[src/design/event_timer_defines.svh]
// Register offsets, field positions, reset values and divider counts of the timer channels
`ifndef EVENT_TIMER_DEFINES_SVH
`define EVENT_TIMER_DEFINES_SVH

`define NUM_CH 6
`define NUM_SYNC 7
`define CNT_W 16
`define CH_LAST 3'h5
// Byte addresses: channel block i at i*0x10, run register after the blocks
`define OFS_MODE 4'h0
`define OFS_COUNT 4'h4
`define OFS_RUN 8'h60
// Mode register field positions
`define MODE_LSB 0
`define EDGE_LSB 2
`define SRC_BIT 4
`define OVF_BIT 5
`define CLK_LSB 6
// Mode field encodings
`define MODE_EVENT 2'h1
`define MODE_MEASURE 2'h2
`define EDGE_FALL 2'h0
`define EDGE_RISE 2'h1
`define EDGE_BOTH 2'h2
`define CLK_DIV1 2'h0
`define CLK_DIV8 2'h1
`define CLK_DIV32 2'h2
`define CLK_SUB32 2'h3
// Reset values and counter maximum
`define CNT_RST 16'h0000
`define CNT_MAX 16'hffff
`define MODE_RST 7'h00
// Prescaler terminal counts
`define DIV8_LAST 5'h07
`define DIV32_LAST 5'h1f

`endif

[src/design/event_timer_pkg.sv]
// Types shared by the event counter / pulse measurement timer
package event_timer_pkg;

   // Software configuration of one channel
   typedef struct packed {
      logic [1:0] clk_sel;
      logic src_nb;
      logic [1:0] edge_sel;
      logic [1:0] mode;
   } chan_cfg_s;

   // Edge pulses of synchronised inputs
   typedef struct packed {
      logic [6:0] rise;
      logic [6:0] fall;
   } edge_evt_s;

endpackage

[src/design/event_count_pulse_measure_timer.sv]
// Six-channel 16-bit event counter / pulse period and width measurement timer with APB slave
// Functional notes
// - Six identical channels 0..5; mode register bits 1:0 pick the mode.
// - Event mode counts pin edges: rising, falling or both, software chosen.
// - Event mode may count the neighbour channel's overflow or underflow instead.
// - Event mode counts down; on underflow reloads, continues and requests interrupt.
// - Loaded value n gives one underflow per n+1 events.
// - Run flag 1 starts counting, 0 stops it, in both modes.
// - Event mode: count register read returns the live counter.
// - Event mode, stopped: count write loads reload register and counter.
// - Event mode, running: count write loads reload only; counter takes it at reload.
// - Measure mode counts up; each effective edge latches count, restarts from zero.
// - Measure mode requests interrupt per effective edge except the first after start.
// - Measure overflow requests interrupt and sets the overflow flag together.
// - Overflow flag clears on mode write in a cycle after the next count tick after set.
// - Measure mode: count register read returns the reload register result.
// - Measure result is undefined until the second effective edge after start.
// - Measure mode ignores count register writes.
`timescale 1ns/1ps
`default_nettype none
`include "event_timer_defines.svh"

module event_count_pulse_measure_timer
   import event_timer_pkg::*;
(
   input wire logic i_clk,
   input wire logic i_nrst,
   input wire logic i_psel,
   input wire logic i_penable,
   input wire logic i_pwrite,
   input wire logic [7:0] i_paddr,
   input wire logic [31:0] i_pwdata,
   output logic [31:0] o_prdata,
   output logic o_pready,
   output logic o_pslverr,
   input wire logic [`NUM_CH-1:0] i_timer_input_pin,
   input wire logic i_subclock,
   output logic [`NUM_CH-1:0] o_irq_req
);

   // Register bus state
   chan_cfg_s cfg_ff [`NUM_CH];
   chan_cfg_s nxt_cfg [`NUM_CH];
   logic [`NUM_CH-1:0] run_ff;
   logic [`NUM_CH-1:0] nxt_run;
   logic [31:0] rdata_ff;
   logic [31:0] nxt_rdata;
   logic err_ff;
   logic nxt_err;
   logic [`NUM_CH-1:0] wr_mode;
   logic [`NUM_CH-1:0] wr_cnt;

   // Channel state
   logic [`CNT_W-1:0] cnt_ff [`NUM_CH];
   logic [`CNT_W-1:0] nxt_cnt [`NUM_CH];
   logic [`CNT_W-1:0] rld_ff [`NUM_CH];
   logic [`CNT_W-1:0] nxt_rld [`NUM_CH];
   logic [`NUM_CH-1:0] ovf_ff;
   logic [`NUM_CH-1:0] nxt_ovf;
   logic [`NUM_CH-1:0] armed_ff;
   logic [`NUM_CH-1:0] nxt_armed;
   logic [`NUM_CH-1:0] seen_ff;
   logic [`NUM_CH-1:0] nxt_seen;
   logic [`NUM_CH-1:0] wrap_ff;
   logic [`NUM_CH-1:0] nxt_wrap;
   logic [`NUM_CH-1:0] irq_ff;
   logic [`NUM_CH-1:0] nxt_irq;

   // Prescaler state
   logic [4:0] div_ff;
   logic [4:0] nxt_div;
   logic [4:0] sub_ff;
   logic [4:0] nxt_sub;
   logic clock_div_one;
   logic clock_div_eight;
   logic clock_div_thirtytwo;
   logic subclock_div_thirtytwo;

   edge_evt_s pin_evt;
   logic [2:0] acc_ch;
   logic [3:0] acc_ofs;
   logic acc_chan_ok;
   logic acc_run_ok;
   logic setup;
   logic access;

   // Pins and subclock cross into the system clock here
   pin_edge_sync u_sync (
      .i_clk(i_clk),
      .i_nrst(i_nrst),
      .i_pin({i_subclock, i_timer_input_pin}),
      .o_evt(pin_evt)
   );

   // Count sources as one-cycle enables; subclock taps are counted on its rising edges
   always_comb begin
      nxt_div = div_ff + 5'h01;
      nxt_sub = sub_ff;
      if (pin_evt.rise[`NUM_CH]) begin
         nxt_sub = sub_ff + 5'h01;
      end
      clock_div_one = 1'b1;
      clock_div_eight = (div_ff[2:0] == 3'(`DIV8_LAST));
      clock_div_thirtytwo = (div_ff == `DIV32_LAST);
      subclock_div_thirtytwo = pin_evt.rise[`NUM_CH] && (sub_ff == `DIV32_LAST);
   end

   always_ff @(posedge i_clk or negedge i_nrst) begin
      if (!i_nrst) begin
         div_ff <= 5'h00;
         sub_ff <= 5'h00;
      end else begin
         div_ff <= nxt_div;
         sub_ff <= nxt_sub;
      end
   end

   // APB decode; zero wait states, read data captured in the setup cycle
   always_comb begin
      acc_ch = i_paddr[6:4];
      acc_ofs = i_paddr[3:0];
      acc_chan_ok = !i_paddr[7] && (acc_ch <= `CH_LAST) &&
                    ((acc_ofs == `OFS_MODE) || (acc_ofs == `OFS_COUNT));
      acc_run_ok = (i_paddr == `OFS_RUN);
      setup = i_psel && !i_penable;
      access = i_psel && i_penable;
      o_pready = access;
      o_prdata = rdata_ff;
      o_pslverr = access && err_ff;
   end

   // Write strobes per channel, effective only at the access edge
   always_comb begin
      wr_mode = '0;
      wr_cnt = '0;
      nxt_run = run_ff;
      for (int c = 0; c < `NUM_CH; c++) begin
         nxt_cfg[c] = cfg_ff[c];
         if (access && i_pwrite && acc_chan_ok && (acc_ch == c[2:0])) begin
            wr_mode[c] = (acc_ofs == `OFS_MODE);
            wr_cnt[c] = (acc_ofs == `OFS_COUNT);
         end
         if (wr_mode[c]) begin
            nxt_cfg[c].mode = i_pwdata[`MODE_LSB +: 2];
            nxt_cfg[c].edge_sel = i_pwdata[`EDGE_LSB +: 2];
            nxt_cfg[c].src_nb = i_pwdata[`SRC_BIT];
            nxt_cfg[c].clk_sel = i_pwdata[`CLK_LSB +: 2];
         end
      end
      if (access && i_pwrite && acc_run_ok) begin
         nxt_run = i_pwdata[`NUM_CH-1:0];
      end
   end

   // Read mux: measure mode shows the result, event mode the live count
   always_comb begin
      nxt_rdata = rdata_ff;
      nxt_err = err_ff;
      if (setup) begin
         nxt_rdata = 32'h0000_0000;
         nxt_err = !(acc_chan_ok || acc_run_ok);
         if (acc_run_ok) begin
            nxt_rdata[`NUM_CH-1:0] = run_ff;
         end
         for (int c = 0; c < `NUM_CH; c++) begin
            if (acc_chan_ok && (acc_ch == c[2:0])) begin
               if (acc_ofs == `OFS_MODE) begin
                  nxt_rdata[`MODE_LSB +: 2] = cfg_ff[c].mode;
                  nxt_rdata[`EDGE_LSB +: 2] = cfg_ff[c].edge_sel;
                  nxt_rdata[`SRC_BIT] = cfg_ff[c].src_nb;
                  nxt_rdata[`OVF_BIT] = ovf_ff[c];
                  nxt_rdata[`CLK_LSB +: 2] = cfg_ff[c].clk_sel;
               end else if (cfg_ff[c].mode == `MODE_MEASURE) begin
                  nxt_rdata[`CNT_W-1:0] = rld_ff[c];
               end else begin
                  nxt_rdata[`CNT_W-1:0] = cnt_ff[c];
               end
            end
         end
      end
   end

   always_ff @(posedge i_clk or negedge i_nrst) begin
      if (!i_nrst) begin
         for (int c = 0; c < `NUM_CH; c++) begin
            cfg_ff[c] <= `MODE_RST;
         end
         run_ff <= '0;
         rdata_ff <= 32'h0000_0000;
         err_ff <= 1'b0;
      end else begin
         cfg_ff <= nxt_cfg;
         run_ff <= nxt_run;
         rdata_ff <= nxt_rdata;
         err_ff <= nxt_err;
      end
   end

   // One counter per channel
   for (genvar g = 0; g < `NUM_CH; g++) begin : g_ch
      localparam int NB = (g + `NUM_CH - 1) % `NUM_CH;
      logic tick;
      logic pin_eff;
      logic src_evt;

      // Count tick and effective edge of this channel
      always_comb begin
         unique case (cfg_ff[g].clk_sel)
            `CLK_DIV1: tick = clock_div_one;
            `CLK_DIV8: tick = clock_div_eight;
            `CLK_DIV32: tick = clock_div_thirtytwo;
            `CLK_SUB32: tick = subclock_div_thirtytwo;
         endcase
         // Falling, rising or both; in measure mode both means width measurement
         unique case (cfg_ff[g].edge_sel)
            `EDGE_FALL: pin_eff = pin_evt.fall[g];
            `EDGE_RISE: pin_eff = pin_evt.rise[g];
            `EDGE_BOTH: pin_eff = pin_evt.rise[g] | pin_evt.fall[g];
            default: pin_eff = 1'b0;
         endcase
         // Neighbour event is registered, so no loop forms around the ring
         src_evt = cfg_ff[g].src_nb ? wrap_ff[NB] : pin_eff;
      end

      // Next state of the channel counter
      always_comb begin
         nxt_cnt[g] = cnt_ff[g];
         nxt_rld[g] = rld_ff[g];
         nxt_ovf[g] = ovf_ff[g];
         nxt_armed[g] = armed_ff[g];
         nxt_seen[g] = seen_ff[g] && run_ff[g];
         nxt_wrap[g] = 1'b0;
         nxt_irq[g] = 1'b0;
         // Clear first so that an overflow in the same cycle wins
         if (wr_mode[g] && armed_ff[g]) begin
            nxt_ovf[g] = 1'b0;
            nxt_armed[g] = 1'b0;
         end
         if (ovf_ff[g] && tick) begin
            nxt_armed[g] = 1'b1;
         end
         if (cfg_ff[g].mode == `MODE_EVENT) begin
            if (wr_cnt[g]) begin
               nxt_rld[g] = i_pwdata[`CNT_W-1:0];
               if (!run_ff[g]) begin
                  nxt_cnt[g] = i_pwdata[`CNT_W-1:0];
               end
            end
            if (run_ff[g] && src_evt) begin
               if (cnt_ff[g] == `CNT_RST) begin
                  nxt_cnt[g] = nxt_rld[g];
                  nxt_wrap[g] = 1'b1;
                  nxt_irq[g] = 1'b1;
               end else begin
                  nxt_cnt[g] = cnt_ff[g] - 16'h0001;
               end
            end
         end else if ((cfg_ff[g].mode == `MODE_MEASURE) && run_ff[g]) begin
            // Count register writes fall through untouched here
            if (pin_eff) begin
               nxt_rld[g] = cnt_ff[g];
               nxt_cnt[g] = `CNT_RST;
               nxt_irq[g] = seen_ff[g];
               nxt_seen[g] = 1'b1;
            end else if (tick) begin
               if (cnt_ff[g] == `CNT_MAX) begin
                  nxt_cnt[g] = `CNT_RST;
                  nxt_ovf[g] = 1'b1;
                  nxt_armed[g] = 1'b0;
                  nxt_wrap[g] = 1'b1;
                  nxt_irq[g] = 1'b1;
               end else begin
                  nxt_cnt[g] = cnt_ff[g] + 16'h0001;
               end
            end
         end
      end

      always_ff @(posedge i_clk or negedge i_nrst) begin
         if (!i_nrst) begin
            cnt_ff[g] <= `CNT_RST;
            rld_ff[g] <= `CNT_RST;
            ovf_ff[g] <= 1'b0;
            armed_ff[g] <= 1'b0;
            seen_ff[g] <= 1'b0;
            wrap_ff[g] <= 1'b0;
            irq_ff[g] <= 1'b0;
         end else begin
            cnt_ff[g] <= nxt_cnt[g];
            rld_ff[g] <= nxt_rld[g];
            ovf_ff[g] <= nxt_ovf[g];
            armed_ff[g] <= nxt_armed[g];
            seen_ff[g] <= nxt_seen[g];
            wrap_ff[g] <= nxt_wrap[g];
            irq_ff[g] <= nxt_irq[g];
         end
      end
   end

   // Interrupt requests are one-cycle pulses for an outside controller
   assign o_irq_req = irq_ff;

endmodule
`default_nettype wire

[src/design/pin_edge_sync.sv]
// Two-flop synchroniser with edge detection for the timer input pins and subclock
`timescale 1ns/1ps
`default_nettype none
`include "event_timer_defines.svh"

module pin_edge_sync
   import event_timer_pkg::*;
(
   input wire logic i_clk,
   input wire logic i_nrst,
   input wire logic [`NUM_SYNC-1:0] i_pin,
   output edge_evt_s o_evt
);

   logic [`NUM_SYNC-1:0] meta_ff;
   logic [`NUM_SYNC-1:0] sync_ff;
   logic [`NUM_SYNC-1:0] prev_ff;
   logic [`NUM_SYNC-1:0] nxt_meta;
   logic [`NUM_SYNC-1:0] nxt_sync;
   logic [`NUM_SYNC-1:0] nxt_prev;

   // Edges are only taken from the second stage, never from the first
   always_comb begin
      nxt_meta = i_pin;
      nxt_sync = meta_ff;
      nxt_prev = sync_ff;
      o_evt.rise = sync_ff & ~prev_ff;
      o_evt.fall = ~sync_ff & prev_ff;
   end

   always_ff @(posedge i_clk or negedge i_nrst) begin
      if (!i_nrst) begin
         meta_ff <= '0;
         sync_ff <= '0;
         prev_ff <= '0;
      end else begin
         meta_ff <= nxt_meta;
         sync_ff <= nxt_sync;
         prev_ff <= nxt_prev;
      end
   end

endmodule
`default_nettype wire

[config.mk]
export PLATFORM = sky130hd
export DESIGN_NAME = event_count_pulse_measure_timer
export DESIGN_NICKNAME = d
export VERILOG_FILES = /design/src/design/event_timer_pkg.sv /design/src/design/event_count_pulse_measure_timer.sv /design/src/design/pin_edge_sync.sv
export VERILOG_INCLUDE_DIRS = /design/src /design/src/design
export SDC_FILE = /design/constraint.sdc
export NUM_CORES = 1
export LEC_CHECK = 0
export BUFFER_PORTS_ARGS = -buffer_cell sky130_fd_sc_hd__buf_4
export CORE_AREA = 2 2 208 210
export CTS_BUF_LIST = sky130_fd_sc_hd__clkbuf_8
export CTS_CLUSTER_SIZE = 16
export DETAILED_ROUTE_END_ITERATION = 10
export DIE_AREA = 0 0 210 212
export PLACE_DENSITY = 0.77
export SETUP_SLACK_MARGIN = 0.02
export SLEW_MARGIN = 30
export SYNTH_ARGS = -nofsm -noshare
export SYNTH_HDL_FRONTEND = slang
export SYNTH_SLANG_ARGS = --single-unit
[constraint.sdc]
create_clock -name i_clk -period 3.5 [get_ports i_clk]
set_clock_uncertainty 0.2 [all_clocks]
set_input_delay 0.35 -clock i_clk [delete_from_list [all_inputs] [get_ports i_clk]]
set_output_delay 0.35 -clock i_clk [all_outputs]
set_load 0.02 [all_outputs]
==> results.sh <==
export IMPL_cp_end_kind="flip-flop"
export IMPL_coreArea_mm2=0.0425
export IMPL_synth_edf_count=0
export IMPL_place_ws_ns=0.486
export IMPL_syn_to_final_growth_pct=11.5
export IMPL_powerDensity_mw_per_mm2=329
export IMPL_drc=0
export IMPL_irDropWorstVdd_uv=337
export IMPL_antenna_found_initial=2
export IMPL_portBuffers=59
export IMPL_setup_violations=0
export IMPL_synth_distinct_cells=83
export IMPL_r2r_start="u_sync.nxt_prev[5]"
export IMPL_critPathRequiredTime_ns=3.82
export IMPL_switching_share=0.275
export IMPL_clock_latency_ns=0.69
export IMPL_syn_area_mm2=0.0229
export IMPL_multiInputGateArea_mm2=0.0137
export IMPL_vias=23520
export IMPL_p_clk_frac=0.462
export IMPL_tns_ns=0
export IMPL_yosys_top_cells_area="dfrtp_1, nand2_1, mux2i_1, nor2_1, clkbuf_1"
export IMPL_clkSinkCount=318
export IMPL_hpwl_mm=59.4
export IMPL_grt_setup_unrepaired="false"
export IMPL_ant_nets=0
export IMPL_start_util=0.539
export IMPL_rows=76
export IMPL_seq_area_mm2=0.00796
export IMPL_crit_fanout=8
export IMPL_slew_headroom=0.284
export IMPL_pwr_share_seq=0.456
export IMPL_die_w_um=210
export IMPL_combinationalPowerShare=0.082
export IMPL_fin_ws_ns=0.429
export IMPL_crit_chain="inv_1 -> ha_1 -> mux2_2 -> a211oi_1 -> or2_2 -> nor2_1 -> a221oi_1 -> o311ai_1"
export IMPL_syn_avg_cell_area_um2=8.25
export IMPL_cap_violations=0
export IMPL_path_depth=8
export IMPL_finalCriticalPeriod_ns=3.07
export IMPL_numCtsBuffers=57
export IMPL_grt_usage=0.379
export IMPL_cts_tree="built"
export IMPL_finalInstanceArea_mm2=0.0256
export IMPL_grt_pass1_wl_mm=131
export IMPL_ys_ff_latch=318
export IMPL_netlist_instances=2779
export IMPL_hold_path_class="input port to asynchronous set/reset pin"
export IMPL_power_internal_mw=6.09
export IMPL_r2r_cells=8
export IMPL_cp_slowest_cell="a211oi_1"
export IMPL_die_h_um=212
export IMPL_final_cells=3395
export IMPL_via_per_inst=6.93
export IMPL_drt_iter0_markers=2977
export IMPL_placed_cell_area_mm2=0.0240
export IMPL_outcome="finished, final reports clean"
export IMPL_root_buffer="clkbuf_8"
export IMPL_critPathTopFamily="compound AO/OA/AOI/OAI gates"
export IMPL_min_period_over_period=0.878
export IMPL_critPathBufInv=1
export IMPL_worst_setup_path_start_kind="flip-flop"
export IMPL_ys_flop_type="dfrtp_1"
export IMPL_drive_gt1_frac=0.135
export IMPL_first_pass_iters=6
export IMPL_pin_count=92
export IMPL_p_leak_nw=11.2
export IMPL_wl_per_cell_um=25.1
export IMPL_placed_cells=3264
export IMPL_final_max_slew_viol_count=0
export IMPL_grt_max_degree=82
export IMPL_max_freq_ghz=0.326
export IMPL_ys_async_sr_fraction=1.00
export IMPL_dieArea_mm2=0.0445
export IMPL_grt_pass1_vias=21952
export IMPL_whs_ns=0.0567
export IMPL_nFillCells=3816
export IMPL_wl_mm=85.2
export IMPL_fin_util=0.601
export IMPL_cts_buffer_depth=3
export IMPL_yosys_area_top_type="dfrtp_1"
export IMPL_yosysTopAreaCellShare=0.347
export IMPL_total_power_mw=8.40
export IMPL_synth_warnings=0
export IMPL_ys_seq_area_frac=0.347
export IMPL_crit_start="u_sync.nxt_prev[5]"
export IMPL_worst_pin_slew_ns=1.07
export IMPL_final_common_cell="nand2_1"
export IMPL_cts_resized=0
export IMPL_worst_setup_path_type="flip-flop to flip-flop"
export IMPL_cp_arrival_ns=3.39
export IMPL_cp_slowest_stage_delay_ns=0.64
export IMPL_finalHoldViolCount=0
export IMPL_place_gp_congestion=1.01
export IMPL_power_switching_mw=2.31
export IMPL_htreeDepth=2
export IMPL_final_nets=2891
export IMPL_clk_pin_slew_worst_paths_ns=0.06
export IMPL_layout_common_cells="nand2_1, dfrtp_1, nor2_1"
export IMPL_grt_overflow=0
-- registers in the layout, indices dropped and copies added (netlist names), 7 cells and up --
signal,cells
cnt_ff,96
o_prdata,16
u_sync.prev_ff,7
rld_ff,96
u_sync.nxt_prev,7
u_sync.meta_ff,7
cfg_ff,42
-- worst paths after layout --
kind	endpoint	slack [ns]
setup / recovery	cnt_ff[14]	0.43
hold / removal	cnt_ff[5]	0.06
setup reg to reg	cnt_ff[14]	0.43
hold reg to reg	u_sync.nxt_prev[2]	0.15
max in group asynchronous	rld_ff[52]	2.11
min in group i_clk	rld_ff[69]	0.06
-- repair_timing --
item                                   CTS  global route
endpoints found under the hold margin  218             0
setup buffers                            0             0
hold buffers                            27             0
-- synth_stat cells (49+ instances only) --
master	n
clkbuf_1	201
dfrtp_1	318
nand2_1	339
mux2i_1	111
mux2_2	50
nand3_1	92
o21ai_0	104
xnor2_1	49
inv_1	72
nor3_1	85
a211oi_1	61
a21oi_1	115
a22oi_1	84
nor2_1	220
-- routing by layer --
metal | global-route usage | vias up | part of all wire
met3 | 0.0880 | 276 | 0.12
met4 | 0.174 | 2 | 0.049
met1 | 0.519 | 11313 | 0.40
met5 | 0 | - | 0.00014
li1 | - | 10311 | -
met2 | 0.571 | 1618 | 0.44
-- power groups by stage --
stage	clock, mW	sequential (mW)	combinational, mW
floorplan	0	3.86	0.345
global placement	0	3.89	0.630
detailed placement	0	3.89	0.644
CTS	3.91	3.83	0.670
global route	4.07	3.83	0.728
finish	3.89	3.83	0.688
-- logic make-up (layout without fill, tap and decap cells) --
| kind of cell | count (synthesis) | count (layout) | synth area share |
|---|---|---|---|
| and+or+nand+nor | 1062 | 1062 | 0.230 |
| AOI/OAI and AO/OA | 777 | 777 | 0.235 |
| buffers and inverters | 337 | 391 | 0.0605 |
| DFF | 318 | 318 | 0.347 |
| muxes | 170 | 170 | 0.0775 |
| xor gates and xnor gates | 79 | 79 | 0.0302 |
| adders and majority gates | 35 | 35 | 0.0191 |
| other | 1 | 17 | 0.000164 |
-- final cells by class --
class | count | area share
diodes | 1 | 0.0000979
clock buffers | 75 | 0.0404
clock inverters | 28 | 0.00813
inverters | 72 | 0.0106
multi-input cells | 2139 | 0.535
flip-flops and latches | 318 | 0.311
well taps | 546 | 0.0267
repair buffers | 216 | 0.0679
Power figures use the tool's default switching activity.
